<file path="config.mk">
export PLATFORM = sky130hd
export DESIGN_NAME = exception_priority_masking
export DESIGN_NICKNAME = d
export VERILOG_FILES = /design/src/prio_mask_pkg.sv /design/src/prio_field_bank.sv /design/src/exception_priority_masking.sv
export VERILOG_INCLUDE_DIRS = /design/src
export SDC_FILE = /design/constraint.sdc
export NUM_CORES = 1
export LEC_CHECK = 0
export ABC_CLOCK_PERIOD_IN_PS = 1900
export BUFFER_PORTS_ARGS = -buffer_cell sky130_fd_sc_hd__buf_4
export CORE_MARGIN = 1
export CORE_UTILIZATION = 50
export CTS_BUF_LIST = sky130_fd_sc_hd__clkbuf_8
export CTS_CLUSTER_DIAMETER = 120
export DETAILED_ROUTE_END_ITERATION = 7
export PLACE_DENSITY = 0.83
export SKIP_LAST_GASP = 1
export SYNTH_ARGS = -nofsm -noshare
export SYNTH_HDL_FRONTEND = slang
export SYNTH_SLANG_ARGS = --single-unit
</file>
<file path="constraint.sdc">
create_clock -name clk_i -period 1.9 [get_ports clk_i]
set_input_delay 0.38 -clock clk_i [delete_from_list [all_inputs] [get_ports clk_i]]
set_output_delay 0.38 -clock clk_i [all_outputs]
set_load 0.02 [all_outputs]
</file>
<file path="src/prio_mask_cfg.svh">
// Constants for the exception priority masking block.
// Behaviour
// A set priority mask blocks every configurable-priority exception; clear has no effect.
// Both mask registers are read and written by special-register move operations.
// The processor-state-change operation sets or clears either mask bit directly.
// Each interrupt source has one stored 4-bit priority value.
// Each priority register packs four fields, one per byte; eight registers cover all.
// Single bytes are read and written; a byte write changes only its field.
// Storage exists for interrupt priorities zero through twenty-nine.
// Byte lane three of each register holds the priority of interrupt 4m+3.
// Byte lane two of each register holds the priority of interrupt 4m+2.
// Byte lane one holds interrupt 4m+1, byte lane zero holds interrupt 4m.
// Only bits 7:4 of each priority byte exist; bits 3:0 read zero.
// Lower priority values mean greater priority; values run zero to fifteen.
// Interrupt m sits in register m div 4 at byte lane m mod 4.
// Priority mask register bits above bit zero read zero and ignore writes.
`ifndef PRIO_MASK_CFG_SVH
`define PRIO_MASK_CFG_SVH

`define IRQ_COUNT        30
`define IPR_COUNT        8
`define PRIO_WIDTH       4
`define PRIO_FIELD_LSB   4
`define MASK_BIT_POS     0
`define MASK_RESET       1'h0
`define IPR_RESET        32'h00000000
`define PRIO_RESET       4'h0

`endif

</file>
<file path="src/prio_mask_pkg.sv">
// Types shared by the exception priority masking block.
`default_nettype none
package prio_mask_pkg;
  typedef logic [3:0] prio_t;
  typedef enum logic [0:0] {
    SEL_PRIORITY_MASK = 1'h0,
    SEL_FAULT_MASK    = 1'h1
  } sreg_sel_t;
endpackage
`default_nettype wire

</file>
<file path="src/prio_field_bank.sv">
// Byte-addressable storage for the per-interrupt priority fields.
`default_nettype none
`include "prio_mask_cfg.svh"
module prio_field_bank (
  // Clock and reset
  input  wire logic         clk_i,
  input  wire logic         rst_i,
  // Priority register access
  input  wire logic         wr_i,
  input  wire logic         rd_i,
  input  wire logic [2:0]   index_i,
  input  wire logic [3:0]   byte_en_i,
  input  wire logic [31:0]  wdata_i,
  output logic      [31:0]  rdata_o,
  // Stored priorities, field m at bits 4m+3:4m
  output logic      [119:0] prio_o
);

  function automatic logic [4:0] field_of(input logic [2:0] idx, input logic [1:0] lane);
    field_of = {idx, lane};
  endfunction

  // thirty 4-bit fields
  prio_mask_pkg::prio_t mem [0:`IRQ_COUNT-1];
  wire prio_mask_pkg::prio_t field_val [0:31];
  wire logic [31:0] next_rdata;

  genvar g;
  generate
    for (g = 0; g < 32; g++)
    begin : g_fields
      // Fields beyond the last interrupt have no storage and read as zero.
      if (g < `IRQ_COUNT)
      begin : g_real
        assign field_val[g]        = mem[g];
        assign prio_o[g*4 +: 4]    = mem[g];
      end
      else
      begin : g_absent
        assign field_val[g] = 4'h0;
      end
    end
    for (g = 0; g < 4; g++)
    begin : g_lanes
      // lane mapping, low nibble zero
      assign next_rdata[g*8 +: 8] = {field_val[field_of(index_i, 2'(g))], 4'h0};
    end
  endgenerate

  // ----------------------------------------------------------------
  // Field storage
  // ----------------------------------------------------------------
  always_ff @(posedge clk_i)
  begin
    for (int i = 0; i < `IRQ_COUNT; i++)
    begin
      // per-byte field write
      if (rst_i)
        mem[i] <= `PRIO_RESET;
      else if (wr_i && byte_en_i[i % 4] && (index_i == 3'(i / 4)))
        mem[i] <= wdata_i[(i % 4) * 8 + `PRIO_FIELD_LSB +: `PRIO_WIDTH];
    end
  end

  always_ff @(posedge clk_i)
  begin
    if (rst_i)
      rdata_o <= `IPR_RESET;
    else if (rd_i)
      rdata_o <= next_rdata;
  end
endmodule // prio_field_bank
`default_nettype wire

</file>
<file path="src/exception_priority_masking.sv">
// Priority mask, fault mask and interrupt priority storage for the processor.
`default_nettype none
`include "prio_mask_cfg.svh"
module exception_priority_masking (
  // Clock and reset
  input  wire logic         clk_i,
  input  wire logic         rst_i,
  // Special-register moves
  input  wire logic         sreg_wr_i,
  input  wire logic         sreg_rd_i,
  input  wire logic [0:0]   sreg_sel_i,
  input  wire logic [31:0]  sreg_wdata_i,
  output logic      [31:0]  sreg_rdata_o,
  // Processor-state-change operation
  input  wire logic         cps_i,
  input  wire logic [0:0]   cps_sel_i,
  input  wire logic         cps_disable_i,
  // Priority register access
  input  wire logic         ipr_wr_i,
  input  wire logic         ipr_rd_i,
  input  wire logic [2:0]   ipr_index_i,
  input  wire logic [3:0]   ipr_byte_en_i,
  input  wire logic [31:0]  ipr_wdata_i,
  output logic      [31:0]  ipr_rdata_o,
  // Exception activation
  input  wire logic [29:0]  irq_pending_i,
  output logic      [29:0]  irq_activate_o,
  output logic      [119:0] irq_prio_o,
  output logic              priority_mask_o,
  output logic              fault_mask_o
);

  // ----------------------------------------------------------------
  // Decode
  // ----------------------------------------------------------------
  function automatic logic sel_hit(input logic [0:0] sel, input prio_mask_pkg::sreg_sel_t want);
    sel_hit = (sel == want);
  endfunction

  logic priority_mask_bit;
  logic fault_mask_bit;

  wire logic msr_pm   = sreg_wr_i && sel_hit(sreg_sel_i, prio_mask_pkg::SEL_PRIORITY_MASK);
  wire logic msr_fm   = sreg_wr_i && sel_hit(sreg_sel_i, prio_mask_pkg::SEL_FAULT_MASK);
  wire logic cps_pm   = cps_i && sel_hit(cps_sel_i, prio_mask_pkg::SEL_PRIORITY_MASK);
  wire logic cps_fm   = cps_i && sel_hit(cps_sel_i, prio_mask_pkg::SEL_FAULT_MASK);
  // only bit zero is taken from a move
  wire logic msr_bit  = sreg_wdata_i[`MASK_BIT_POS];

  // The state-change operation wins if both arrive together, since it is
  // the later-decoded instruction in the pipeline that owns the bit.
  wire logic next_pm  = cps_pm ? cps_disable_i : (msr_pm ? msr_bit : priority_mask_bit);
  wire logic next_fm  = cps_fm ? cps_disable_i : (msr_fm ? msr_bit : fault_mask_bit);

  // read value, reserved bits zero
  wire logic next_rd_bit = sel_hit(sreg_sel_i, prio_mask_pkg::SEL_PRIORITY_MASK) ? priority_mask_bit
                                                                                : fault_mask_bit;
  wire logic [31:0] next_sreg_rdata = {31'h00000000, next_rd_bit};

  // Only the priority mask gates activation here. The fault mask is stored
  // and reported, and the ranking logic beyond this block applies it.
  // configurable exceptions blocked while the mask is set
  wire logic [29:0] next_activate = priority_mask_bit ? 30'h00000000 : irq_pending_i;

  // ----------------------------------------------------------------
  // Mask registers
  // ----------------------------------------------------------------
  // Both masks share one process, as moves and state changes reach them
  // through the same selector decode and would otherwise duplicate it.
  always_ff @(posedge clk_i)
  begin
    // direct set and clear
    if (rst_i)
    begin
      priority_mask_bit <= `MASK_RESET;
      fault_mask_bit    <= `MASK_RESET;
    end
    else
    begin
      priority_mask_bit <= next_pm;
      fault_mask_bit    <= next_fm;
    end
  end

  always_ff @(posedge clk_i)
  begin
    if (rst_i)
      sreg_rdata_o <= 32'h00000000;
    else if (sreg_rd_i)
      sreg_rdata_o <= next_sreg_rdata;
  end

  always_ff @(posedge clk_i)
  begin
    if (rst_i)
      irq_activate_o <= 30'h00000000;
    else
      irq_activate_o <= next_activate;
  end

  assign priority_mask_o = priority_mask_bit;
  assign fault_mask_o    = fault_mask_bit;

  // ----------------------------------------------------------------
  // Priority fields
  // ----------------------------------------------------------------
  // eight packed registers
  prio_field_bank u_bank (
    .clk_i     (clk_i),
    .rst_i     (rst_i),
    .wr_i      (ipr_wr_i),
    .rd_i      (ipr_rd_i),
    .index_i   (ipr_index_i),
    .byte_en_i (ipr_byte_en_i),
    .wdata_i   (ipr_wdata_i),
    .rdata_o   (ipr_rdata_o),
    .prio_o    (irq_prio_o)
  );
endmodule // exception_priority_masking
`default_nettype wire

</file>
* After elaboration in Yosys (flattened, before gate mapping) *
Memories as Yosys holds them, arrays and structs flattened.
Cells that the tools add are included.

storage, ports and cells
  bits in latches = 0
  output and inout bits = 216
  bits in read-only memories = 0
  memories kept = 1
  register bits after elaboration = 49
  memory bits (writable) = 120
  bits of input ports = 111
  word-level logic and storage cells = 234

cells by class
  $mul = 0
  $add $sub $neg = 0
  reduce and logical (&&, ||, !) cells = 42
  divide/modulo/power cells = 0
  bitwise logic cells = 36
  shift-type cells = 0
  $lt $le $gt $ge = 4
  equality and inequality tests = 7
  muxes and demuxes = 139

memory list
  name        depth  bits a word  rd ports  clocked after Yosys merged registers in  write ports  RTL line               RTL
  u_bank.mem  30     4            30        0                                        30           prio_field_bank.sv:24  prio_mask_pkg::prio_t mem [0:`IRQ_COUNT-1];

operators with widths
  operator                                             count
  2-to-1 mux 4 bit                                     38
  2-to-1 mux 1 bit                                     97
  binary-select mux 4 bit (select 5 bit)               4
  logical AND 1 bit                                    38
  OR 1 bit                                             30
  >= comparator 6 bit, second input constant           4
  inverter 5 -> 6 bit                                  4
  equality test 3 bit, second input constant           4
  equality test 3 x 2 -> 1 bit, second input constant  2
  nonzero test 2 bit                                   2
  equality test 3 x 1 -> 1 bit, second input constant  1
  logical NOT 3 bit                                    1
  inverter 1 bit                                       2
  OR reduction 2 bit                                   1

* Depth between registers and ports, before layout *
  depth in word-level cells = 6
  gate-level depth with buffers = 7
  mapped depth without buffers = 4

* By module *
From an unflattened synthesis, not the netlist that was laid out.

second synthesis, totals
  cells, all modules = 644
  area total of the unflattened synthesis = 7823.8 um^2

by module, submodules not included
  module                      area each (um^2)  seq. area each (um^2)  cells an instance  instances
  prio_field_bank             6628.9            3923.8                 531                1
  exception_priority_masking  1194.9            660.6                  113                1

* Worst setup path after synthesis *
Ideal clock, no wire load.

  path kind = in2reg
  start = in ipr_index_i[0]
  end = mem u_bank.mem[0][10] (netlist bit) (enable)
  slack = 0.146 ns
  data required time = 1.595 ns
  library setup time = 0.305 ns
  path buffers = 3
  cell stages on the path = 6
  arrival time = 1.449 ns
  cell sequence = buf_4 > buf_6 > or2_2 > buf_2 > nor2_1 > a21o_1

RTL lines
  element      RTL line                          RTL
  from (decl)  exception_priority_masking.sv:21  input wire logic [2:0] ipr_index_i,
  to (decl)    prio_field_bank.sv:24

==> impl_metrics.py <==
metrics = {
    "min_path": {
        "holdPathStages": 2,
        "hold_path_class": "primary input to flop",
    },
    "clock_network": {
        "worstSkewPairLatency_ns": 0.46,
        "cts_max_level": 4,
        "cts_resized": 0,
        "cts_buffers": 17,
        "clk_pin_slew_ns": 0.09,
        "ctsHoldBuffers": 0,
        "clock_sink_count": 169,
        "clock_path_buffers": 2,
        "root_buffer": "clkbuf_8",
        "postCtsSetupBuffers": 0,
        "cts_tree": "yes",
    },
    "floorplanning": {
        "die-height_um": 126.8,
        "initial_core_util": 0.5126,
        "core_area_um2": 15200,
        "rows": 45,
        "dieArea_um2": 16090,
        "io_pins": 327,
        "die_w_um": 126.8,
    },
    "detailed_routing": {
        "antenna_left": 0,
        "avgRoutedWirePerCell_um": 19.17,
        "drc": 0,
        "vias_per_cell": 5.282,
        "drt-pass1-iter-count": 6,
        "drt_iter0_drc": 409,
        "wl_mm": 20.84,
        "via_count": 5741,
    },
    "global_routing": {
        "grt_overflow": 0,
        "grt_pass1_wl_mm": 30.35,
        "grt_max_degree": 33,
        "antenna_found_initial": 0,
        "grt_pass1_vias": 5454,
        "globalRouteTotalUtil": 0.2553,
    },
    "power": {
        "p_leak_nw": 4.262,
        "comb_power_share": 0.174,
        "p_int_mw": 5.889,
        "max-vdd-ir-drop_v": 0.0005285,
        "total_power_mw": 8.174,
        "power_frac_seq": 0.528,
        "switching_power_mw": 2.285,
        "clkPwrFrac": 0.298,
        "p_per_area_nw_per_um2": 824.3,
        "swShare": 0.2795,
    },
    "final_layout": {
        "area_delta_synth_final_pct": 27.26,
        "drive_gt1_frac": 0.3393,
        "diodes": 0,
        "finalInstanceArea_um2": 9917,
        "fillCellCount": 1186,
        "fin_util": 0.6523,
        "nets": 997,
        "final_cell_count_no_fill": 1087,
    },
    "timing": {
        "worst_slew_pin_slew_ns": 0.5425,
        "finalSetupTns_ns": 0,
        "finalCriticalPeriod_ns": 1.483,
        "slew_viol_final": 0,
        "fin_crit_sh": 0.7807,
        "fmax_ghz": 0.6742,
        "timing.final.ws_setup_ns": 0.4167,
        "relSlewSlack": 0.6380,
        "clock_skew_ns": 0.01021,
        "hold_violations": 0,
        "fin_hold_ws_ns": 0.1085,
        "rsz0062_at_grt": "false",
        "setup-violations-final": 0,
    },
    "worst_setup_path": {
        "crit_family": "flip-flops",
        "critPathKind": "flop to output pin",
        "cpMaxStageDelayCell": "edfxtp_1",
        "cp.depth": 1,
        "critPathMaxFanout": 2,
        "max_stage_delay_ns": 0.45,
        "reg2reg_depth": 4,
        "critical_path_arrival_ns": 1.10,
        "cp.required_ns": 1.52,
        "path_buf_inv": 1,
        "path_cells": "buf_4",
        "worstSetupStartpointType": "flop",
        "end_kind": "output pin",
    },
    "synthesis": {
        "yosysSeqAreaShare": 0.5883,
        "synth_top_area_share": 0.4624,
        "syn_area_um2": 7792,
        "avgSynthCellArea_um2": 12.01,
        "yosys.area.top_type": "edfxtp_1",
        "synthTopCellsByArea": "edfxtp_1 (46%), dfxtp_1 (13%), and2_1 (12%)",
        "synth_cells": 649,
        "yosysWarnings": 0,
        "ys_ff_latch": 169,
        "ys_types": 39,
    },
    "place": {
        "gp_congestion": 0.8491,
        "hpwlAfterDp_mm": 15.82,
        "port_buffers": 232,
        "place_ws_ns": 0.06855,
        "place_inst": 1055,
        "placed_area_um2": 9544,
    },
    "run": {
        "maxCapViolCount": 0,
    },
    "outcome": {
        "outcome": "complete, no violations",
    },
}
## cells in the final DEF, fill, tap and decap left out, types with 8 or more instances in the layout
cell type,netlist,final
nor2b_1,11,11
a22oi_1,9,9
a21o_1,12,12
and2_1,153,153
mux2i_1,37,37
clkbuf_8,0,17
a31o_2,11,11
a211oi_1,12,12
nand2b_1,11,11
a21oi_1,16,16
conb_1,1,47
buf_4,52,254
edfxtp_1,120,120
dfxtp_1,49,49
nand2_1,21,21
nor2_1,49,49
nand4b_1,8,8
o21bai_1,9,9
## synthesized netlist by cell type
library cell,instances
nand2b_1,11
buf_4,52
a41o_1,1
mux2_2,7
or2_2,1
a211oi_2,1
nor2_2,1
buf_2,9
mux2_1,2
a21oi_1,16
a22oi_1,9
o21bai_1,9
a311oi_1,1
nor2b_1,11
o22ai_1,4
nor2_1,49
o211ai_1,1
edfxtp_1,120
clkbuf_1,14
and2_1,153
mux4_2,3
nor4_1,3
nand2_1,21
a221o_1,4
mux2i_1,37
buf_1,2
a21o_1,12
nand4b_1,8
buf_6,2
clkinv_1,1
inv_1,1
nand3b_1,2
dfxtp_1,49
conb_1,1
a31o_2,11
buf_12,2
a211oi_1,12
clkbuf_2,1
nand3_1,5
## logic make-up after synthesis
family | after synthesis | share of synthesized area
compound gates | 81 | 0.07643
flops | 169 | 0.5883
simple gates | 265 | 0.1924
other cells | 1 | 0.0004812
buf+inv | 84 | 0.07322
mux | 49 | 0.06920
## registers in the layout, indices dropped and copies added, names as in the netlist
name and flops:
sreg_rdata_o 1, irq_activate_o 30, priority_mask_o 1, u_bank.mem 120, fault_mask_o 1, u_bank.rdata_o 16
## worst paths after layout
path,startpoint,endpoint,slack (ns)
worst max-delay path,u_bank.mem[3][0],irq_prio_o[96],0.42
worst min register to register,u_bank.rdata_o[20],u_bank.rdata_o[20],0.48
worst min-delay path,irq_pending_i[5],irq_activate_o[5],0.11
worst max register to register,u_bank.mem[1][23],u_bank.rdata_o[15],0.60
## cell type report
class                   instances  area [µm²]  area share
clock buffers                  17       234.0     0.02359
multi-input cells             442        2810      0.2834
flip-flops and latches        169        4584      0.4623
inverters                       2       7.507   0.0007570
repair buffers                254        1907      0.1923
well taps                     188       235.2     0.02372
clock inverters                15       138.9     0.01400
## power groups by stage
stage          Clock, mW  Sequential [mW]  Combinational, mW
5_1_grt             2.59             4.34               1.49
3_3_place_gp           0             4.39               1.39
4_1_cts             2.45             4.31               1.42
2_1_floorplan          0             4.65              0.571
6_report            2.44             4.32               1.42
3_5_place_dp           0             4.40               1.42
## routing by layer
layer / part of all wire / vias to the layer above / track usage
met3: 0.081 / 46 / 0.05694
li1: - / 2650 / -
met4: 0.029 / 0 / 0.1162
met1: 0.40 / 2737 / 0.3279
met5: 0 / - / 0
met2: 0.49 / 308 / 0.4147
Note: power is estimated with default switching activity, not from simulation.
